### src/pkg/spr_pkg.sv
`default_nettype none
package spr_pkg;

  // Clock rate and timing limits.
  localparam int unsigned MCLK_HZ        = 25_000_000;
  localparam int unsigned MCLK_NS        = 1_000_000_000 / MCLK_HZ;
  localparam int unsigned MIN_CLK_KHZ    = 500;
  localparam int unsigned MIN_CLK_NS     = 1_000_000 / MIN_CLK_KHZ;
  localparam int unsigned STANDBY_CYCLES = MIN_CLK_NS / MCLK_NS;
  localparam int unsigned LOCK_PERIODS   = 4;

  // Frame layout.
  localparam int unsigned FRAME_BITS   = 30;
  localparam int unsigned PAYLOAD_BITS = 27;
  localparam int unsigned PARITY_POS   = 27;
  localparam int unsigned BITS_1LANE   = 30;
  localparam int unsigned BITS_2LANE   = 15;
  localparam int unsigned BITS_3LANE   = 10;

  // Link select codes.
  localparam logic [1:0] LS_ONE   = 2'h0;
  localparam logic [1:0] LS_TWO   = 2'h1;
  localparam logic [1:0] LS_THREE = 2'h2;

  // Register offsets and reset values.
  localparam logic [3:0]  CTRL_OFS     = 4'h0;
  localparam logic [3:0]  STATUS_OFS   = 4'h4;
  localparam logic [3:0]  ERRCNT_OFS   = 4'h8;
  localparam int unsigned CTRL_EN_POS  = 0;
  localparam logic [31:0] CTRL_RESET   = 32'h0000_0001;
  localparam logic [1:0]  RESP_OKAY    = 2'h0;
  localparam logic [1:0]  RESP_SLVERR  = 2'h2;

  // Operating modes, one-hot.
  typedef enum logic [3:0] {
    MODE_SHUTDOWN = 4'b0001,
    MODE_STANDBY  = 4'b0010,
    MODE_ACQUIRE  = 4'b0100,
    MODE_RECEIVE  = 4'b1000
  } spr_mode_e;

  // Deserialized payload word.
  typedef struct packed {
    logic [7:0] red;
    logic [7:0] green;
    logic [7:0] blue;
    logic       vsync;
    logic       hsync;
    logic       den;
  } spr_pix_s;

  // Static pattern: colours and syncs high, data enable low.
  localparam spr_pix_s PIX_IDLE = '{red: 8'hFF, green: 8'hFF, blue: 8'hFF,
                                    vsync: 1'h1, hsync: 1'h1, den: 1'h0};

endpackage : spr_pkg
`default_nettype wire

### src/verilog/spr_receiver.sv
// The AXI4-Lite register port and the register offsets were chosen for this implementation.
`timescale 1ns/1ns
`default_nettype none
module spr_receiver #(
  parameter int unsigned LOCK_PERIODS = spr_pkg::LOCK_PERIODS
) (
  // Clock and reset.
  input  wire  logic        MCLK,
  input  wire  logic        RSTN,
  // Serial link pins.
  input  wire  logic        LANE_CLK,
  input  wire  logic        CLK_CM_HIGH,
  input  wire  logic [2:0]  SERIAL_LANE,
  // Static control pins.
  input  wire  logic        RECEIVER_ENABLE_IN,
  input  wire  logic        LINK_SELECT_LO,
  input  wire  logic        LINK_SELECT_HI,
  input  wire  logic        BUS_REVERSE_SELECT,
  // Parallel output bus.
  output var   logic [23:0] PIX_DATA,
  output var   logic        VERTICAL_SYNC,
  output var   logic        HORIZONTAL_SYNC,
  output var   logic        DATA_ENABLE,
  output var   logic        PIXEL_CLOCK_OUT,
  output var   logic        PARITY_ERROR_FLAG,
  // AXI4-Lite register slave.
  input  wire  logic [3:0]  S_AXI_AWADDR,
  input  wire  logic        S_AXI_AWVALID,
  output var   logic        S_AXI_AWREADY,
  input  wire  logic [31:0] S_AXI_WDATA,
  input  wire  logic [3:0]  S_AXI_WSTRB,
  input  wire  logic        S_AXI_WVALID,
  output var   logic        S_AXI_WREADY,
  output var   logic [1:0]  S_AXI_BRESP,
  output var   logic        S_AXI_BVALID,
  input  wire  logic        S_AXI_BREADY,
  input  wire  logic [3:0]  S_AXI_ARADDR,
  input  wire  logic        S_AXI_ARVALID,
  output var   logic        S_AXI_ARREADY,
  output var   logic [31:0] S_AXI_RDATA,
  output var   logic [1:0]  S_AXI_RRESP,
  output var   logic        S_AXI_RVALID,
  input  wire  logic        S_AXI_RREADY
);

  // Bits per lane for a link select code; reserved code yields zero.
  function automatic logic [4:0] lane_bits(input logic [1:0] ls);
    if (ls == spr_pkg::LS_ONE) begin
      lane_bits = 5'(spr_pkg::BITS_1LANE);
    end else if (ls == spr_pkg::LS_TWO) begin
      lane_bits = 5'(spr_pkg::BITS_2LANE);
    end else if (ls == spr_pkg::LS_THREE) begin
      lane_bits = 5'(spr_pkg::BITS_3LANE);
    end else begin
      lane_bits = 5'h00;
    end
  endfunction : lane_bits
  // Reverses the 24 colour bits end for end.
  function automatic logic [23:0] rev24(input logic [23:0] v);
    for (int i = 0; i < 24; i++) begin
      rev24[i] = v[23 - i];
    end
  endfunction : rev24
  localparam logic [7:0] STBY_CNT = 8'(spr_pkg::STANDBY_CYCLES);

  logic                clk_s1_reg;
  logic                clk_s2_reg;
  logic                clk_s3_reg;
  logic [2:0]          lane_s1_reg;
  logic [2:0]          lane_s2_reg;
  logic [3:0]          ctl_s1_reg;
  logic [3:0]          ctl_s2_reg;
  logic [29:0]         sr0_reg;
  logic [29:0]         sr1_reg;
  logic [29:0]         sr2_reg;
  logic [7:0]          per_cnt_reg;
  logic [3:0]          lock_cnt_reg;
  logic [4:0]          phase_reg;
  logic [15:0]         err_cnt_reg;
  logic                soft_en_reg;
  spr_pkg::spr_mode_e  mode_reg;
  spr_pkg::spr_mode_e  mode_next;
  spr_pkg::spr_pix_s   pix_reg;
  logic [29:0]         frame;
  logic [4:0]          fbits;
  logic                edge_seen;
  logic                per_match;
  logic                clk_absent;
  logic                enabled;
  logic                cm_high;
  logic [1:0]          ls;
  logic                frame_done;
  logic                par_bad;
  logic                err_event;

  // Two-flop synchronisers for every pin from outside the clock domain except BUS_REVERSE_SELECT.
  always_ff @(posedge MCLK or negedge RSTN) begin
    if (!RSTN) begin
      clk_s1_reg  <= 1'h0;
      clk_s2_reg  <= 1'h0;
      clk_s3_reg  <= 1'h0;
      lane_s1_reg <= 3'h0;
      lane_s2_reg <= 3'h0;
      ctl_s1_reg  <= 4'h0;
      ctl_s2_reg  <= 4'h0;
    end else begin
      clk_s1_reg  <= LANE_CLK;
      clk_s2_reg  <= clk_s1_reg;
      clk_s3_reg  <= clk_s2_reg;
      lane_s1_reg <= SERIAL_LANE;
      lane_s2_reg <= lane_s1_reg;
      ctl_s1_reg  <= {RECEIVER_ENABLE_IN, CLK_CM_HIGH, LINK_SELECT_HI, LINK_SELECT_LO};
      ctl_s2_reg  <= ctl_s1_reg;
    end
  end
  // Synchronised control levels and lane clock edge.
  assign enabled    = ctl_s2_reg[3] & soft_en_reg;
  assign cm_high    = ctl_s2_reg[2];
  assign ls         = ctl_s2_reg[1:0];
  assign fbits      = lane_bits(ls);
  assign edge_seen  = clk_s2_reg & ~clk_s3_reg;
  assign per_match  = (fbits != 5'h00) && (per_cnt_reg == {3'h0, fbits});
  assign clk_absent = per_cnt_reg >= STBY_CNT;
  // Cycles since the last lane clock edge, saturating.
  always_ff @(posedge MCLK or negedge RSTN) begin
    if (!RSTN) begin
      per_cnt_reg <= 8'hFF;
    end else if (edge_seen) begin
      per_cnt_reg <= 8'h01;
    end else if (per_cnt_reg != 8'hFF) begin
      per_cnt_reg <= per_cnt_reg + 8'h01;
    end
  end
  // Lock detector: consecutive lane clock periods of one frame length each.
  always_ff @(posedge MCLK or negedge RSTN) begin
    if (!RSTN) begin
      lock_cnt_reg <= 4'h0;
    end else if (mode_reg != spr_pkg::MODE_ACQUIRE) begin
      lock_cnt_reg <= 4'h0;
    end else if (edge_seen) begin
      lock_cnt_reg <= per_match ? lock_cnt_reg + 4'h1 : 4'h0;
    end
  end
  // Operating mode selection.
  always_comb begin
    mode_next = mode_reg;
    case (mode_reg)
      spr_pkg::MODE_SHUTDOWN: begin
        if (enabled) begin
          mode_next = spr_pkg::MODE_STANDBY;
        end
      end
      spr_pkg::MODE_STANDBY: begin
        if (edge_seen && !cm_high && fbits != 5'h00) begin
          mode_next = spr_pkg::MODE_ACQUIRE;
        end
      end
      spr_pkg::MODE_ACQUIRE: begin
        if (lock_cnt_reg == 4'(LOCK_PERIODS)) begin
          mode_next = spr_pkg::MODE_RECEIVE;
        end
      end
      spr_pkg::MODE_RECEIVE: begin
        if (edge_seen && !per_match) begin
          mode_next = spr_pkg::MODE_ACQUIRE;
        end
      end
      default: begin
        mode_next = spr_pkg::MODE_SHUTDOWN;
      end
    endcase
    if (mode_reg != spr_pkg::MODE_SHUTDOWN && (cm_high || clk_absent || fbits == 5'h00)) begin
      mode_next = spr_pkg::MODE_STANDBY;
    end
    if (!enabled) begin
      mode_next = spr_pkg::MODE_SHUTDOWN;
    end
  end
  // Mode register.
  always_ff @(posedge MCLK or negedge RSTN) begin
    if (!RSTN) begin
      mode_reg <= spr_pkg::MODE_SHUTDOWN;
    end else begin
      mode_reg <= mode_next;
    end
  end
  // Lane shifters; lanes are ignored outside acquire and receive.
  always_ff @(posedge MCLK or negedge RSTN) begin
    if (!RSTN) begin
      sr0_reg <= 30'h0000_0000;
      sr1_reg <= 30'h0000_0000;
      sr2_reg <= 30'h0000_0000;
    end else if (mode_reg == spr_pkg::MODE_ACQUIRE || mode_reg == spr_pkg::MODE_RECEIVE) begin
      sr0_reg <= {sr0_reg[28:0], lane_s2_reg[0]};
      sr1_reg <= {sr1_reg[28:0], lane_s2_reg[1]};
      sr2_reg <= {sr2_reg[28:0], lane_s2_reg[2]};
    end
  end
  // Frame assembly, lane 0 low; the last bit still stands in the lane synchroniser.
  always_comb begin
    if (ls == spr_pkg::LS_TWO) begin
      frame = {sr1_reg[13:0], lane_s2_reg[1], sr0_reg[13:0], lane_s2_reg[0]};
    end else if (ls == spr_pkg::LS_THREE) begin
      frame = {sr2_reg[8:0], lane_s2_reg[2], sr1_reg[8:0], lane_s2_reg[1], sr0_reg[8:0], lane_s2_reg[0]};
    end else begin
      frame = {sr0_reg[28:0], lane_s2_reg[0]};
    end
  end
  // A frame completes at each lane clock edge that ends a full-length period while receiving.
  assign frame_done = edge_seen && mode_reg == spr_pkg::MODE_RECEIVE && per_match;
  assign par_bad    = ~^frame[spr_pkg::PARITY_POS:0];
  assign err_event  = frame_done && par_bad;
  // Output word: bad words are dropped and the last good one held.
  always_ff @(posedge MCLK or negedge RSTN) begin
    if (!RSTN) begin
      pix_reg <= spr_pkg::PIX_IDLE;
    end else if (mode_reg != spr_pkg::MODE_RECEIVE) begin
      pix_reg <= spr_pkg::PIX_IDLE;
    end else if (frame_done && !par_bad) begin
      pix_reg <= spr_pkg::spr_pix_s'(frame[spr_pkg::PAYLOAD_BITS-1:0]);
    end
  end
  // Pins follow the word, colour order set by the reverse select.
  always_ff @(posedge MCLK or negedge RSTN) begin
    if (!RSTN) begin
      PIX_DATA        <= 24'hFFFFFF;
      VERTICAL_SYNC   <= 1'h1;
      HORIZONTAL_SYNC <= 1'h1;
      DATA_ENABLE     <= 1'h0;
    end else begin
      PIX_DATA        <= BUS_REVERSE_SELECT ? rev24({pix_reg.red, pix_reg.green, pix_reg.blue})
                                            : {pix_reg.red, pix_reg.green, pix_reg.blue};
      VERTICAL_SYNC   <= pix_reg.vsync;
      HORIZONTAL_SYNC <= pix_reg.hsync;
      DATA_ENABLE     <= pix_reg.den;
    end
  end
  // Phase within the pixel period; the flag and clock move with it.
  always_ff @(posedge MCLK or negedge RSTN) begin
    if (!RSTN) begin
      phase_reg <= 5'h00;
    end else if (frame_done) begin
      phase_reg <= 5'h00;
    end else if (phase_reg != 5'h1F) begin
      phase_reg <= phase_reg + 5'h01;
    end
  end
  // Recovered clock: low for the first half period, high for the second.
  always_ff @(posedge MCLK or negedge RSTN) begin
    if (!RSTN) begin
      PIXEL_CLOCK_OUT <= 1'h0;
    end else if (mode_reg != spr_pkg::MODE_RECEIVE || frame_done) begin
      PIXEL_CLOCK_OUT <= 1'h0;
    end else if (phase_reg == (fbits >> 1) - 5'h01) begin
      PIXEL_CLOCK_OUT <= 1'h1;
    end
  end

  // Error flag rises with the recovered clock fall and falls half a period later.
  always_ff @(posedge MCLK or negedge RSTN) begin
    if (!RSTN) begin
      PARITY_ERROR_FLAG <= 1'h0;
    end else if (err_event) begin
      PARITY_ERROR_FLAG <= 1'h1;
    end else if (phase_reg == (fbits >> 1) - 5'h01 || mode_reg != spr_pkg::MODE_RECEIVE) begin
      PARITY_ERROR_FLAG <= 1'h0;
    end
  end

  // AXI4-Lite write path: address and data taken in either order.
  logic       aw_have_reg;
  logic       w_have_reg;
  logic [3:0] aw_addr_reg;
  logic [31:0] w_data_reg;
  logic       wr_fire;
  logic       err_clr;
  assign wr_fire = aw_have_reg && w_have_reg && !S_AXI_BVALID;
  assign err_clr = wr_fire && aw_addr_reg == spr_pkg::ERRCNT_OFS;

  always_ff @(posedge MCLK or negedge RSTN) begin
    if (!RSTN) begin
      aw_have_reg   <= 1'h0;
      w_have_reg    <= 1'h0;
      aw_addr_reg   <= 4'h0;
      w_data_reg    <= 32'h0000_0000;
      S_AXI_AWREADY <= 1'h0;
      S_AXI_WREADY  <= 1'h0;
      S_AXI_BVALID  <= 1'h0;
      S_AXI_BRESP   <= 2'h0;
    end else begin
      S_AXI_AWREADY <= !aw_have_reg && !S_AXI_AWREADY && S_AXI_AWVALID;
      S_AXI_WREADY  <= !w_have_reg && !S_AXI_WREADY && S_AXI_WVALID;
      if (S_AXI_AWVALID && S_AXI_AWREADY) begin
        aw_have_reg <= 1'h1;
        aw_addr_reg <= S_AXI_AWADDR;
      end
      if (S_AXI_WVALID && S_AXI_WREADY) begin
        w_have_reg <= 1'h1;
        w_data_reg <= S_AXI_WDATA;
      end
      if (wr_fire) begin
        aw_have_reg  <= 1'h0;
        w_have_reg   <= 1'h0;
        S_AXI_BVALID <= 1'h1;
        if (aw_addr_reg == spr_pkg::CTRL_OFS || aw_addr_reg == spr_pkg::ERRCNT_OFS ||
            aw_addr_reg == spr_pkg::STATUS_OFS) begin
          S_AXI_BRESP <= spr_pkg::RESP_OKAY;
        end else begin
          S_AXI_BRESP <= spr_pkg::RESP_SLVERR;
        end
      end else if (S_AXI_BREADY) begin
        S_AXI_BVALID <= 1'h0;
      end
    end
  end

  // Control register: soft enable, honoured with the lowest strobe.
  always_ff @(posedge MCLK or negedge RSTN) begin
    if (!RSTN) begin
      soft_en_reg <= spr_pkg::CTRL_RESET[spr_pkg::CTRL_EN_POS];
    end else if (wr_fire && aw_addr_reg == spr_pkg::CTRL_OFS && S_AXI_WSTRB[0]) begin
      soft_en_reg <= w_data_reg[spr_pkg::CTRL_EN_POS];
    end
  end

  // Parity error counter; a write clears it, a same-cycle error still counts.
  always_ff @(posedge MCLK or negedge RSTN) begin
    if (!RSTN) begin
      err_cnt_reg <= 16'h0000;
    end else if (err_clr) begin
      err_cnt_reg <= {15'h0000, err_event};
    end else if (err_event && err_cnt_reg != 16'hFFFF) begin
      err_cnt_reg <= err_cnt_reg + 16'h0001;
    end
  end

  // AXI4-Lite read path, one read at a time.
  always_ff @(posedge MCLK or negedge RSTN) begin
    if (!RSTN) begin
      S_AXI_ARREADY <= 1'h0;
      S_AXI_RVALID  <= 1'h0;
      S_AXI_RDATA   <= 32'h0000_0000;
      S_AXI_RRESP   <= 2'h0;
    end else begin
      S_AXI_ARREADY <= !S_AXI_ARREADY && !S_AXI_RVALID && S_AXI_ARVALID;
      if (S_AXI_ARVALID && S_AXI_ARREADY) begin
        S_AXI_RVALID <= 1'h1;
        S_AXI_RRESP  <= spr_pkg::RESP_OKAY;
        if (S_AXI_ARADDR == spr_pkg::CTRL_OFS) begin
          S_AXI_RDATA <= {31'h0000_0000, soft_en_reg};
        end else if (S_AXI_ARADDR == spr_pkg::STATUS_OFS) begin
          S_AXI_RDATA <= {26'h000_0000, ls, mode_reg};
        end else if (S_AXI_ARADDR == spr_pkg::ERRCNT_OFS) begin
          S_AXI_RDATA <= {16'h0000, err_cnt_reg};
        end else begin
          S_AXI_RDATA <= 32'h0000_0000;
          S_AXI_RRESP <= spr_pkg::RESP_SLVERR;
        end
      end else if (S_AXI_RREADY) begin
        S_AXI_RVALID <= 1'h0;
      end
    end
  end

  // Checks on mode, static pattern, parity flag and output timing.
  parity_late_a: assert property (@(posedge MCLK) disable iff (!RSTN)
    mode_reg != spr_pkg::MODE_RECEIVE |=> !$rose(PARITY_ERROR_FLAG))
    else $error("parity flag rose outside receive");
  flag_pulse_a: assert property (@(posedge MCLK) disable iff (!RSTN)
    err_event && ls == spr_pkg::LS_THREE |=> PARITY_ERROR_FLAG [*5] ##1 !PARITY_ERROR_FLAG)
    else $error("parity flag width wrong in three-lane mode");
  flag_cause_a: assert property (@(posedge MCLK) disable iff (!RSTN)
    $rose(PARITY_ERROR_FLAG) |-> $past(frame_done) && $past(par_bad))
    else $error("parity flag without even-parity frame");
  shut_entry_a: assert property (@(posedge MCLK) disable iff (!RSTN)
    !enabled |=> mode_reg == spr_pkg::MODE_SHUTDOWN)
    else $error("no shutdown after enable low");
  static_out_a: assert property (@(posedge MCLK) disable iff (!RSTN)
    mode_reg != spr_pkg::MODE_RECEIVE [*3] |-> PIX_DATA == 24'hFFFFFF && VERTICAL_SYNC &&
      HORIZONTAL_SYNC && !DATA_ENABLE && !PIXEL_CLOCK_OUT)
    else $error("static pattern not held");
  standby_cm_a: assert property (@(posedge MCLK) disable iff (!RSTN)
    enabled && cm_high |=> mode_reg == spr_pkg::MODE_STANDBY)
    else $error("no standby on high common mode");
  standby_slow_a: assert property (@(posedge MCLK) disable iff (!RSTN)
    enabled && clk_absent |=> mode_reg == spr_pkg::MODE_STANDBY)
    else $error("no standby on slow clock");
  lock_entry_a: assert property (@(posedge MCLK) disable iff (!RSTN)
    $rose(mode_reg == spr_pkg::MODE_RECEIVE) |-> $past(lock_cnt_reg) == 4'(LOCK_PERIODS))
    else $error("receive entered without lock");
  bad_hold_a: assert property (@(posedge MCLK) disable iff (!RSTN)
    mode_reg == spr_pkg::MODE_RECEIVE && err_event |=> $stable(pix_reg))
    else $error("bad word reached output");
  clk_high_a: assert property (@(posedge MCLK) disable iff (!RSTN)
    frame_done && ls == spr_pkg::LS_TWO && mode_next == spr_pkg::MODE_RECEIVE |=>
      !PIXEL_CLOCK_OUT [*7] ##1 PIXEL_CLOCK_OUT)
    else $error("recovered clock phase wrong in two-lane mode");

endmodule : spr_receiver
`default_nettype wire

### config.mk
export PLATFORM = sky130hd
export DESIGN_NAME = spr_receiver
export DESIGN_NICKNAME = d
export VERILOG_FILES = /design/src/pkg/spr_pkg.sv /design/src/verilog/spr_receiver.sv
export SDC_FILE = /design/constraint.sdc
export NUM_CORES = 1
export LEC_CHECK = 0
export ABC_CLOCK_PERIOD_IN_PS = 9100
export BUFFER_PORTS_ARGS = -buffer_cell sky130_fd_sc_hd__clkbuf_2
export CAP_MARGIN = 20
export CORE_ASPECT_RATIO = 0.75
export CORE_MARGIN = 4
export CORE_UTILIZATION = 45
export CTS_BUF_LIST = sky130_fd_sc_hd__clkbuf_16
export DETAILED_ROUTE_END_ITERATION = 16
export PLACE_DENSITY = 0.78
export REMOVE_ABC_BUFFERS = 1
export SLEW_MARGIN = 0
export SYNTH_ARGS = -nofsm -noshare
export SYNTH_HDL_FRONTEND = slang
export SYNTH_SLANG_ARGS = --single-unit
### constraint.sdc
create_clock -name MCLK -period 9.1 [get_ports MCLK]
set_input_delay 0.455 -clock MCLK [delete_from_list [all_inputs] [get_ports MCLK]]
set_output_delay 0.455 -clock MCLK [all_outputs]
set_load 0.05 [all_outputs]
After elaboration in Yosys (flattened, before gate mapping) --
Cells that the tools add are included.
Cells by class: $add $sub $neg 5, magnitude comparators 1, eq/ne operators 22, multiplexer cells 42, bitwise logic cells 3, reduce and logical (&&, ||, !) cells 59
Operator list (number):
- 16-bit two-way mux | 5
- 28-bit two-way mux | 2
- 27-bit two-way mux | 2
- 4-bit two-way mux | 9
- 28-bit XNOR reduction | 1
- 1-bit logical AND | 24
- 24-bit two-way mux | 1
- 2-bit nonzero test | 11
- 5-bit two-way mux | 4
- 16-bit by 1-bit adder with 16-bit output, second input constant | 1
- 4-bit by 3-bit equality test with 1-bit output, second input constant | 4
- 8-bit two-way mux | 2
- 16-bit != test, second input constant | 1
- 4-bit != test, second input constant | 4
- 4-bit case mux with 4 select lines | 1
- 4-bit equality test, second input constant | 3
- 1-bit two-way mux | 12
- 1-bit zero test | 10
- 8-bit by 1-bit adder with 8-bit output, second input constant | 1
- 8-bit by 5-bit equality test with 1-bit output | 1
- 8-bit by 6-bit >= comparator with 1-bit output, second input constant | 1
- 4-bit zero test | 2
- 2-bit two-way mux | 4
- 8-bit != test, second input constant | 1
- other kinds (18) | 25
Word-level totals: register bits after elaboration 205, bits of input ports 60, output and inout bits 70, logic and storage cells 172

Logic depth before layout (Yosys ltp) --
depth after elaboration 12, depth in mapped cells 15, depth with buffers taken out 11

Worst setup path before layout --
Ideal clock, no wire load.
path type reg-to-reg, start register ctl_s2_reg[0], end register err_cnt_reg[10], arrival 3077 ps, required time 9022 ps, setup slack 5945 ps, cell stages (with the launch flop) 13, buffers on the path 1, cells stage by stage dfrtp_1 > inv_1 > ha_1 > mux2_2 > mux2i_1 > xnor2_1 > xnor2_1 > xnor3_1 > xnor2_2 > nand3_4 > buf_6 > or4_1 > a21oi_1
Between the ends: cells in the longest elaborated chain, start to end 10, elaborated cells on any way between the ends 16, those cells by class eq/ne (3); mux (5); reduce/logical (8)
Ends and longest elaborated chain:
- start: declaration | RTL line spr_receiver.sv:72 | logic [3:0] ctl_s2_reg;
- start signal: assignment | RTL line spr_receiver.sv:113 | ctl_s2_reg <= ctl_s1_reg;
- 2-bit equality test | RTL line spr_receiver.sv:52, spr_receiver.sv:203
- 4-bit two-way mux | RTL line spr_receiver.sv:52 | end else if (ls == spr_pkg::LS_THREE) begin
- 5-bit two-way mux | RTL line spr_receiver.sv:50 | end else if (ls == spr_pkg::LS_TWO) begin
- 5-bit two-way mux | RTL line spr_receiver.sv:48 | if (ls == spr_pkg::LS_ONE) begin
- 8-bit by 5-bit equality test with 1-bit output or 5-bit nonzero test (tied branches) | RTL line spr_receiver.sv:122 | assign per_match = (fbits != 5'h00) && (per_cnt_reg == {3'h0, fbits});
- 1-bit logical AND | RTL line spr_receiver.sv:122
- 1-bit logical AND | RTL line spr_receiver.sv:210 | assign frame_done = edge_seen && mode_reg == spr_pkg::MODE_RECEIVE && per_match;
- 1-bit logical AND * | RTL line spr_receiver.sv:212 | assign err_event = frame_done && par_bad;
- 1-bit logical AND * | RTL line spr_receiver.sv:332 | end else if (err_event && err_cnt_reg != 16'hFFFF) begin
- 2-bit nonzero test (no source line) *
- end signal: assignment | RTL line spr_receiver.sv:331 | err_cnt_reg <= {15'h0000, err_event};
- end signal: assignment | RTL line spr_receiver.sv:333 | err_cnt_reg <= err_cnt_reg + 16'h0001;
- end: declaration | RTL line spr_receiver.sv:79 | logic [15:0] err_cnt_reg;
Every way passes the cells marked *; elsewhere a longest branch is shown, timed or not. A chain may end at the register's enable or synchronous reset.

Worst setup path after layout --
start register ctl_s2_reg[0], end register err_cnt_reg[11]
Same word-level chain as after synthesis.

==> run summary <==
=================================================================================
Distinct cells, synth                                                          52
Cell area after synthesis                                              8547 sq um
Setup TNS Final                                                              0 ns
Final count of hold timing violations                                           0
Highest clock rate                                                      230.3 MHz
Worst min path class                                                 input pin to register
Endpoints failing setup                                                         0
Data required time of the worst path                                      9.37 ns
Series of cell instances along the critical path                     inv_1 -> ha_1 -> nor2b_4 -> mux2i_2 -> xnor2_1 -> xnor2_1 -> xnor3_1 -> xnor2_2 -> nand3_1 -> o31ai_1 -> a21oi_1
Synthesis-to-layout area growth                                            13.23%
Clock insertion delay at the later pin of the skew report                 0.43 ns
Power density over the cells                                         192.1 nW/um^2
Critical hold path startpoint                                        SERIAL_LANE[0]
Top Ports                                                                     130
Post-route antenna net violation count                                          0
RSZ-0062 raised after global routing                                        false
Most area-consuming cells after synthesis                            dfrtp_1 (37%), dfstp_2 (19%), mux2_2 (11%), mux2i_1 (3.7%), nor2_1 (3.1%)
Maximum VDD drop                                                        0.1546 mV
Sequential share of the synthesized area                                   55.66%
Routed wire length                                                       17.10 mm
Post-CTS setup buffer count                                                     0
Clock net sink count                                                          187
Flip-flop and latch count after synthesis                                     187
Reg2reg start                                                        ctl_s2_reg[0]
Total clock buffers created by CTS                                             17
First-iteration detailed-routing DRC count                                    371
Proportion of power drawn by flip-flops and latches                         49.9%
Combinational cell fraction of total power                                  10.5%
Sum of buffers and inverters on the critical path                               1
Kind of capture point of the worst setup path                            register
Transition time at the pin with the least slew margin                    1.035 ns
Hold worst-path end                                                  lane_s1_reg[0]
Worst path max stage delay                                                0.64 ns
Number of buffers on the longest clock path                                     2
# diodes                                                                        0
Startpoint types                                                         register
Post-synthesis instance total                                                 713
Total Die Area                                                        21280 sq um
Die span in y                                                            127.4 um
Sw power                                                                 513.7 uW
Input/output buffers                                                           77
Primary flip-flop cell chosen by synthesis mapping                        dfrtp_1
Clock slew seen by the registers of the worst setup and hold paths        0.07 ns
Number of warnings reported in the yosys synthesis log                          0
Worst reg2reg endpoint                                               err_cnt_reg[11]
Area taken by flip-flops and latches                                   4757 sq um
Most frequent cell after synthesis                                        dfrtp_1
Number of pins with negative max-slew slack in the final report                 0
Worst-path fanout max                                                          14
Cell count of the worst hold path                                               1
Fill cells                                                                   1612
Clock tree from TritonCTS                                                    done
Critical path's slowest cell                                                 ha_1
Worst Skew                                                             0.01179 ns
Crit path max-delay family                                           XOR/XNOR gates
Row cnt                                                                        43
Critical path class                                                  register to register
First-pass GRT wire length                                               28.59 mm
Leading post-synthesis cells by instance count                       dfrtp_1 (125), mux2_2 (80), nor2_1 (70)
Maxcap violations                                                               0
Number of detailed-route iterations in the first pass                           4
Final GP Congestion                                                        0.8307
Placed wire-length estimate                                              11.34 mm
Internal power of the cells                                              1.346 mW
Die X-Extent                                                             167.1 um
Worst reg-to-reg path cell count                                               11
Setup slack of the worst register-to-register path                        4.76 ns
Share of cells above drive strength 1                                      33.29%
Number of global-route vias before repair                                    5448
Vias/cell                                                                   5.260
Final std cell area, no fill                                           9678 sq um
Post-detailed-placement cell area                                      9036 sq um
Pin count of the biggest net entering global routing                          134
Post-synthesis area per instance                                      11.99 sq um
CTS root buffer                                                         clkbuf_16
Result of the run                                                    finished, final reports clean
Post-synthesis async set-or-reset flop share                               100.0%
Rel. slew slack                                                            30.98%
Global routing usage summed across all routing layers                      16.53%
Total grt overflow                                                              0
Effective utilization at floorplan                                         46.05%
Placeable core region                                                 18560 sq um
Final clock period utilization by the worst path                           47.72%
Area of the multi-input gates                                          3512 sq um
Crit path time final                                                     4.342 ns
Clock group share of total power                                            39.6%
Top-area cell type share of the netlist area                               36.60%
Most Frequent Cell on Critical Path                                       xnor2_1
Initial antenna violation count                                                 0
Max H-tree Level                                                                4
Leakage                                                                  4.297 nW
Number of nets in the layout                                                  853
Number of synthesized flops with an enable pin                                  0
Switching fraction of total power                                          27.63%
Total number of vias                                                         5470
Number of remaining DRC errors                                                  0
Routed wire per std cell                                                 16.44 um
Arrival time at the worst endpoint                                        4.62 ns
Largest area contributor in the synthesized netlist                       dfrtp_1
=================================================================================
layout make-up:
type	count	area share, %
sequential	187	49.15
clock inverter	14	1.383
multi-input combinational	480	36.29
tap	247	3.193
timing repair buffer	83	4.900
inverter	11	0.4266
clock buffer	18	4.654
power by group through the flow:
stage | clock, mW | sequential, mW | combinational [mW]
global placement | 0 | 0.940 | 0.190
global route | 0.792 | 0.935 | 0.215
floorplan | 0 | 0.964 | 0.103
CTS | 0.750 | 0.928 | 0.195
finish | 0.736 | 0.928 | 0.195
detailed placement | 0 | 0.942 | 0.194
kinds of logic after synthesis:
kind of cell | count (synthesis) | synth area share, %
xor+xnor | 42 | 4.553
buf+inv | 63 | 4.011
flops | 187 | 55.66
simple gates | 177 | 10.48
compound gates | 109 | 7.846
other cells | 1 | 0.04388
mux | 121 | 15.50
fa+ha+maj | 13 | 1.903
through the flow:
stage               instances  hold slack [ns]  utilization (%)  worst slack [ns]  power (mW)
CTS                      1037           0.1076            51.83             4.788       1.872
detailed placement       1005           0.3410            48.68             4.835       1.136
floorplan                 678           0.1594                -             4.937       1.067
global placement         1005           0.3335            48.68             4.892       1.130
global route             1040           0.1002            52.14             4.482       1.943
finish                   1040           0.1252            52.14             4.758       1.859
what timing repair did:
item | in CTS | in global routing
resized for setup | 0 | 0
hold endpoints to repair | 0 | 6
hold buffers | 0 | 1
endpoints found under the setup margin | 0 | 0
worst reg2reg max path: stages (launching register included):
cell and delay, ns:
dfrtp_1 0.45, inv_1 0.13, ha_1 0.64, nor2b_4 0.46
mux2i_2 0.30, xnor2_1 0.18, xnor2_1 0.19, xnor3_1 0.39
xnor2_2 0.42, nand3_1 0.48, o31ai_1 0.43, a21oi_1 0.11
cells in the final DEF (no fill, tap or decap), types with 3 or more instances in the layout:
cell type,synthesis,final
a21oi_1,36,36
ha_1,13,13
a22o_1,11,11
xnor2_1,30,30
nor2_1,70,70
nand3_1,14,14
nand3b_1,3,3
clkbuf_2,0,76
and3_1,4,4
mux2i_1,32,32
clkinvlp_4,0,5
xor2_1,10,10
mux2_1,8,8
a211oi_1,7,7
a22oi_1,6,6
dfrtp_1,125,125
mux2_2,80,80
nor3b_1,3,3
o31ai_1,7,7
conb_1,1,18
inv_1,11,11
nor4b_1,4,4
buf_4,18,3
clkbuf_16,0,18
a31oi_1,5,5
dfstp_2,62,62
nand4_1,4,4
and2_1,5,4
nor2b_1,8,8
nor3_1,4,4
or4_1,7,7
nor4_1,3,3
or2_2,4,4
or3_1,6,6
inv_6,0,4
o21ai_0,29,29
nand2b_1,4,4
nand2_1,28,28
how the worst max path moves through the flow:
stage | startpoint | to | slack, ns | cells after the start
2_1_floorplan | ctl_s2_reg[0] | pix_reg[0] | 4.94 | 10
3_3_place_gp | ctl_s2_reg[0] | pix_reg[0] | 4.89 | 11
3_5_place_dp | ctl_s2_reg[0] | pix_reg[0] | 4.83 | 11
4_1_cts | ctl_s2_reg[0] | err_cnt_reg[11] | 4.79 | 11
5_1_grt | ctl_s2_reg[0] | err_cnt_reg[11] | 4.48 | 11
6_report | ctl_s2_reg[0] | err_cnt_reg[11] | 4.76 | 11
layer usage:
| metal | GRT usage, % | wire [um] | part of all wire [%] |
|---|---|---|---|
| met3 | 3.928 | 559 | 3.3 |
| met5 | 0 | 0 | 0 |
| met1 | 24.95 | 8656 | 51 |
| met4 | 4.294 | 209 | 1.2 |
| met2 | 24.13 | 7676 | 45 |
No activity file was read; power rests on OpenSTA's default activity.
